**src/rim_consts.vh**
```
`ifndef RIM_CONSTS_VH
`define RIM_CONSTS_VH
// ==========================================================
// register offsets
`define RIM_OFS_DES_ADDR 8'h06
`define RIM_OFS_PHYS_ADDR 8'h07
`define RIM_OFS_ALIAS_ADDR 8'h08
`define RIM_OFS_ERRCNT_LO 8'h0a
`define RIM_OFS_ERRCNT_HI 8'h0b
`define RIM_OFS_STATUS 8'h0c
// ==========================================================
// field layout
`define RIM_ADDR_MSB 7
`define RIM_ADDR_LSB 1
`define RIM_ST_SELFTEST_ERR 3
`define RIM_ST_PCLK_VALID 2
`define RIM_ST_DES_ERR 1
`define RIM_ST_LINK 0
// ==========================================================
// reset values and counter limit
`define RIM_RST_ADDR 7'h00
`define RIM_RST_BYTE 8'h00
`define RIM_RST_COUNT 16'h0000
`define RIM_COUNT_MAX 16'hffff
`endif

```
**src/rim_link_status.v**
```verilog
// Functional notes
// RQ1 - remote deserializer address; zero blocks forwarding
// RQ2 - after lock, learned address loads unless frozen
// RQ3 - software writing address should also freeze; a write does not freeze, only the addressFreeze input does
// RQ4 - alias hits are remapped to physical address
// RQ5 - alias compare; zero alias disables remote access
// RQ6 - 16-bit error counter, bytes at 0x0a/0x0b
// RQ7 - counter-clear control zeroes both counter bytes
// RQ8 - clear not self-clearing; held clear holds zero
// RQ9 - self-test error bit: link loss/restart/clear
// RQ10 - status bit 2 follows valid pixel clock
// RQ11 - deserializer error bit: cleared link loss/clear
// RQ12 - status bit 0 follows cable link detect
// RQ13 - reserved bits read zero; counter saturates
`timescale 1ns/1ps
`include "rim_consts.vh"
module rim_link_status (
	clk,
	rst,
	regAddr,
	regWrite,
	regRead,
	regWdata,
	regRdata,
	counterClear,
	addressFreeze,
	rxLockPin,
	linkDetectPin,
	pclkValidPin,
	learnedAddr,
	learnedValid,
	backchannelCrcErr,
	selftestRestart,
	selftestCrcErr,
	desCrcErr,
	i2cAddr,
	i2cAddrValid,
	fwdValid,
	fwdAddr,
	fwdToTarget,
	remoteDesAddr
);
	input wire clk;
	input wire rst;
	input wire [7:0] regAddr;
	input wire regWrite;
	input wire regRead;
	input wire [7:0] regWdata;
	output reg [7:0] regRdata;
	input wire counterClear;
	input wire addressFreeze;
	input wire rxLockPin;
	input wire linkDetectPin;
	input wire pclkValidPin;
	input wire [6:0] learnedAddr;
	input wire learnedValid;
	input wire backchannelCrcErr;
	input wire selftestRestart;
	input wire selftestCrcErr;
	input wire desCrcErr;
	input wire [6:0] i2cAddr;
	input wire i2cAddrValid;
	output reg fwdValid;
	output reg [6:0] fwdAddr;
	output reg fwdToTarget;
	output reg [6:0] remoteDesAddr;

	// ==========================================================
	// pin synchronisation
	wire [2:0] pinSync;
	wire rxLock;
	wire linkUp;
	wire pclkValid;

	rim_sync3 #(
		.WIDTH(3)
	) uSync (
		.clk(clk),
		.rst(rst),
		.asyncIn({rxLockPin, linkDetectPin, pclkValidPin}),
		.syncOut(pinSync)
	);

	assign rxLock = pinSync[2];
	assign linkUp = pinSync[1];
	assign pclkValid = pinSync[0];

	reg linkPrev_reg;
	wire linkLost;

	always @(posedge clk) begin
		if (rst) begin
			linkPrev_reg <= 1'b0;
		end else begin
			linkPrev_reg <= linkUp;
		end
	end

	assign linkLost = linkPrev_reg & ~linkUp;

	// ==========================================================
	// address registers
	reg [6:0] physAddr_reg;
	reg [6:0] aliasAddr_reg;
	wire wrDes;
	wire wrPhys;
	wire wrAlias;

	assign wrDes = regWrite && (regAddr == `RIM_OFS_DES_ADDR);
	assign wrPhys = regWrite && (regAddr == `RIM_OFS_PHYS_ADDR);
	assign wrAlias = regWrite && (regAddr == `RIM_OFS_ALIAS_ADDR);

	always @(posedge clk) begin
		if (rst) begin
			remoteDesAddr <= `RIM_RST_ADDR; // RQ1
			physAddr_reg <= `RIM_RST_ADDR;
			aliasAddr_reg <= `RIM_RST_ADDR;
		end else begin
			// software write takes priority over a learned value in the same cycle
			if (wrDes) begin
				remoteDesAddr <= regWdata[`RIM_ADDR_MSB:`RIM_ADDR_LSB]; // RQ3
			end else if (learnedValid && rxLock && !addressFreeze) begin
				remoteDesAddr <= learnedAddr; // RQ2
			end
			if (wrPhys) begin
				physAddr_reg <= regWdata[`RIM_ADDR_MSB:`RIM_ADDR_LSB]; // RQ4
			end
			if (wrAlias) begin
				aliasAddr_reg <= regWdata[`RIM_ADDR_MSB:`RIM_ADDR_LSB]; // RQ5
			end
		end
	end

	// ==========================================================
	// address decode and remap
	wire aliasHit;
	wire desHit;

	assign aliasHit = (aliasAddr_reg != `RIM_RST_ADDR) && (i2cAddr == aliasAddr_reg); // RQ5
	assign desHit = (remoteDesAddr != `RIM_RST_ADDR) && (i2cAddr == remoteDesAddr); // RQ1

	always @(posedge clk) begin
		if (rst) begin
			fwdValid <= 1'b0;
			fwdAddr <= `RIM_RST_ADDR;
			fwdToTarget <= 1'b0;
		end else begin
			fwdValid <= i2cAddrValid && (aliasHit || desHit);
			if (i2cAddrValid && aliasHit) begin
				fwdAddr <= physAddr_reg; // RQ4
				fwdToTarget <= 1'b1;
			end else if (i2cAddrValid && desHit) begin
				fwdAddr <= remoteDesAddr; // RQ1
				fwdToTarget <= 1'b0;
			end
		end
	end

	// ==========================================================
	// back-channel error counter
	reg [15:0] errCount_reg;

	always @(posedge clk) begin
		if (rst) begin
			errCount_reg <= `RIM_RST_COUNT; // RQ6
		end else if (counterClear) begin
			// level-held clear keeps the count at zero until software drops it
			errCount_reg <= `RIM_RST_COUNT; // RQ7 RQ8
		end else if (backchannelCrcErr && (errCount_reg != `RIM_COUNT_MAX)) begin
			errCount_reg <= errCount_reg + 16'h0001; // RQ13
		end
	end

	// ==========================================================
	// status flags
	reg selftestErr_reg;
	reg desErr_reg;
	reg linkStat_reg;
	reg pclkStat_reg;

	always @(posedge clk) begin
		if (rst) begin
			selftestErr_reg <= 1'b0;
			desErr_reg <= 1'b0;
			linkStat_reg <= 1'b0;
			pclkStat_reg <= 1'b0;
		end else begin
			linkStat_reg <= linkUp; // RQ12
			pclkStat_reg <= pclkValid; // RQ10
			// an error arriving with a clear is kept, so no event is lost
			if (selftestCrcErr) begin
				selftestErr_reg <= 1'b1; // RQ9
			end else if (linkLost || selftestRestart || counterClear) begin
				selftestErr_reg <= 1'b0; // RQ9
			end
			if (desCrcErr) begin
				desErr_reg <= 1'b1; // RQ11
			end else if (linkLost || counterClear) begin
				desErr_reg <= 1'b0; // RQ11
			end
		end
	end

	// ==========================================================
	// register read port
	reg [7:0] readMux;

	always @* begin
		readMux = `RIM_RST_BYTE; // RQ13
		case (regAddr)
			`RIM_OFS_DES_ADDR: begin
				readMux = {remoteDesAddr, 1'b0};
			end
			`RIM_OFS_PHYS_ADDR: begin
				readMux = {physAddr_reg, 1'b0};
			end
			`RIM_OFS_ALIAS_ADDR: begin
				readMux = {aliasAddr_reg, 1'b0};
			end
			`RIM_OFS_ERRCNT_LO: begin
				readMux = errCount_reg[7:0]; // RQ6
			end
			`RIM_OFS_ERRCNT_HI: begin
				readMux = errCount_reg[15:8]; // RQ6
			end
			`RIM_OFS_STATUS: begin
				readMux = {4'h0, selftestErr_reg, pclkStat_reg, desErr_reg, linkStat_reg};
			end
			default: begin
				readMux = `RIM_RST_BYTE;
			end
		endcase
	end

	// limitation: the two count bytes are read separately, so a carry between reads can tear
	always @(posedge clk) begin
		if (rst) begin
			regRdata <= `RIM_RST_BYTE;
		end else if (regRead) begin
			regRdata <= readMux;
		end
	end
endmodule

```
**src/rim_sync3.v**
```verilog
`timescale 1ns/1ps
`include "rim_consts.vh"
// ==========================================================
// three-stage synchroniser; output moves only once stages two and three agree
module rim_sync3 #(
	parameter WIDTH = 3
) (
	clk,
	rst,
	asyncIn,
	syncOut
);
	input wire clk;
	input wire rst;
	input wire [WIDTH-1:0] asyncIn;
	output reg [WIDTH-1:0] syncOut;

	reg [WIDTH-1:0] stage1_reg;
	reg [WIDTH-1:0] stage2_reg;
	reg [WIDTH-1:0] stage3_reg;

	genvar i;
	generate
		for (i = 0; i < WIDTH; i = i + 1) begin : gBit
			always @(posedge clk) begin
				if (rst) begin
					stage1_reg[i] <= 1'b0;
					stage2_reg[i] <= 1'b0;
					stage3_reg[i] <= 1'b0;
					syncOut[i] <= 1'b0;
				end else begin
					stage1_reg[i] <= asyncIn[i];
					stage2_reg[i] <= stage1_reg[i];
					stage3_reg[i] <= stage2_reg[i];
					// a single disagreeing sample is treated as not yet settled
					if (stage2_reg[i] == stage3_reg[i]) begin
						syncOut[i] <= stage3_reg[i];
					end
				end
			end
		end
	endgenerate
endmodule
```
**config.mk**
```make
export PLATFORM = sky130hd
export DESIGN_NAME = rim_link_status
export DESIGN_NICKNAME = d
export VERILOG_FILES = /design/src/rim_link_status.v /design/src/rim_sync3.v
export VERILOG_INCLUDE_DIRS = /design/src
export SDC_FILE = /design/constraint.sdc
export NUM_CORES = 1
export LEC_CHECK = 0
export ABC_AREA = 1
export BUFFER_PORTS_ARGS = -buffer_cell sky130_fd_sc_hd__clkbuf_2
export CORE_MARGIN = 2
export CORE_UTILIZATION = 60
export CTS_CLUSTER_SIZE = 40
export DETAILED_ROUTE_END_ITERATION = 8
export PLACE_DENSITY = 0.89
export SKIP_CTS_REPAIR_TIMING = 1
export SYNTH_ARGS = -nofsm -noshare
export SYNTH_HDL_FRONTEND = slang
export SYNTH_HIERARCHICAL = 1
export SYNTH_SLANG_ARGS = --single-unit
```
**constraint.sdc**
```tcl
create_clock -name clk -period 2.8 [get_ports clk]
set_input_delay 0.42 -clock clk [delete_from_list [all_inputs] [get_ports clk]]
set_output_delay 0.42 -clock clk [all_outputs]
set_load 0.02 [all_outputs]
```
==> impl_metrics.json <==
{
  "synth_most_common_cell": "nand2_1",
  "end_kind": "register",
  "cellLeakagePower_nw": 1.733,
  "ys_ff_latch": 70,
  "first_global_vias": 3272,
  "skew_ns": 0.01434,
  "grt_max_degree": 36,
  "syn_area_per_cell_um2": 6.496,
  "h-tree-depth": 3,
  "drt-total-wl_um": 9479,
  "std_cell_rows": 28,
  "synthCells": 558,
  "period_needed_ns": 2.050,
  "die_y_um": 81.73,
  "synth_area_um2": 3625,
  "yosys.area.top_type": "dfxtp_1",
  "cts_root_buf": "clkbuf_8",
  "largest_reg_flops": 16,
  "coreArea_um2": 5886,
  "final_net_count": 670,
  "tritoncts": "yes",
  "die-area_um2": 6679,
  "synthFlopType": "dfxtp_1",
  "maxCapViolCount": 0,
  "max_freq_mhz": 487.8,
  "utilization": 0.7054,
  "cp_common_cell": "nand2_1",
  "finalPower_mw": 1.859,
  "vias": 3889,
  "synth_fp_nets": 604,
  "port_buffers": 67,
  "vias_per_cell": 5.532,
  "async_flop_share": 0,
  "yosysUniqueCellTypes": 27,
  "initial_core_util": 0.6159,
  "cts_inserted_buffers": 9,
  "cp_cell_sequence": "ha_1 -> nand2_1 -> nor2_2 -> nand2_2 -> o21a_1 -> nand2_1 -> o21ai_0 -> nor2_1",
  "post-route-drc-count": 0,
  "synthTopCellsByArea": "dfxtp_1 (39%), nand2_1 (14%), nand3_1 (8.8%)",
  "nFillCells": 525,
  "post-route-period-util": 0.7322,
  "synthTopCellsByCount": "nand2_1 (135), dfxtp_1 (70), inv_1 (70), nor2_1 (70), nand3_1 (64)",
  "dpl-instance-area_um2": 3989,
  "fin_ws_ns": 0.7498,
  "grt-ovfl-total": 0,
  "drt_iter0_drc": 406,
  "path_clk_slew_ns": 0.08,
  "drt_pre_antenna_iters": 5,
  "ir_worst_vdd_mv": 0.3850,
  "hpwl_um": 7140,
  "grt_usage": 0.2899,
  "crit_required_ns": 3.06,
  "slowest_stage": "o21a_1",
  "io_pins": 69,
  "place_congestion": 0.9662,
  "dp_cells": 688,
  "area_growth_pct": 14.53,
  "hold_ws_ns": 0.2383,
  "pre_cts_slack_ns": 0.7352,
  "maxSlewViolCount": 0,
  "finalHoldViolCount": 0,
  "grt_first_pass_wirelength_um": 14650,
  "clockBufferDepth": 2,
  "tns_ns": 0,
  "final_area_um2": 4151,
  "diodes": 0,
  "ys_seq_area_frac": 0.3866,
  "yosys_warnings": 6,
  "synth_top_area_frac": 0.3866,
  "die_x_um": 81.73,
  "setup_viol": 0,
  "drive_above_1_share": 0.1752,
  "power_density_nw_per_um2": 447.7,
  "stdcell_count": 703,
  "wl_per_cell_um": 13.48,
  "tightest_slew_ns": 0.8218,
  "antenna_found_initial": 0,
  "crit_type": "reg -> reg",
  "cp_max_fo": 21,
  "status": "completed",
  "rsz0062_at_grt": "no",
  "holdCritPathClass": "in -> reg",
  "worstPathArrival_ns": 2.31,
  "clk_latency_ns": 0.37,
  "clock-sinks": 70,
  "worstSetupStartpointType": "register",
  "synth-edff-count": 0,
  "slew_headroom": 0.4501,
  "critPathMaxStageDelay_ns": 0.59,
  "ant_nets": 0
}
## final cells by class
cell class / instances / area [um2] / share of cell area
Sequential cell: 70 / 1401 / 0.3376
Timing Repair Buffer: 69 / 350.3 / 0.08439
Clock inverter: 6 / 38.79 / 0.009343
Multi-Input combinational cell: 399 / 1857 / 0.4473
Tap cell: 75 / 93.84 / 0.02260
Inverter: 75 / 286.5 / 0.06902
Clock buffer: 9 / 123.9 / 0.02984
## layer usage
| metal | global-route usage | part of all wire |
|---|---|---|
| met1 | 0.3613 | 0.42 |
| met2 | 0.4593 | 0.46 |
| met3 | 0.05275 | 0.078 |
| met4 | 0.1883 | 0.042 |
| met5 | 0 | 0 |
## layout by cell type (no fill, tap or decap), types with 2 or more instances in the layout
master and n:
clkbuf_8 9, xor2_1 5, nand4_1 2, o21ai_2 4, nor3_1 6, nor2_2 7, nand3_1 64, buf_4 2
xnor2_1 3, a21oi_1 43, nor2_1 70, clkinv_2 3, nor3_2 2, inv_6 2, nand2_2 2, clkinvlp_4 2
nand3_2 2, nand2_1 135, dfxtp_1 70, o21ai_0 46, inv_1 70, inv_2 4, clkbuf_2 67, a21oi_2 3
## power breakdown
group	switching [mW]	internal, mW	total [mW]
Combinational	0.0848	0.0472	0.132
Clock	0.399	0.314	0.713
Sequential	0.00736	1.01	1.01
Total	0.492	1.37	1.86
## kinds of logic after synthesis
logic type      Yosys count  synth area share
simple gates            292            0.3455
fa+ha+maj                 1          0.003451
buf+inv                  89            0.1011
compound gates           98            0.1439
flops                    70            0.3866
xor+xnor                  8           0.01933
## critical path, delay by kind of cell (launching register included)
family,cells,cell delay [ns]
AO/OA/AOI/OAI,2,0.80
adder cells (fa/ha/maj),1,0.26
AND/OR/NAND/NOR,5,0.53
flip-flops,1,0.36
## final timing paths
kind | from | end | slack (ns) | cells past startpoint
setup reg to reg | errCount_reg[0] | errCount_reg[8] | 0.75 | 8
hold reg to reg | uSync/stage1_reg[2] | uSync/stage2_reg[2] | 0.40 | 2
setup / recovery | errCount_reg[0] | errCount_reg[8] | 0.75 | 8
hold / removal | pclkValidPin | uSync/stage1_reg[0] | 0.24 | 3
No activity file was read; power rests on OpenSTA's default activity.
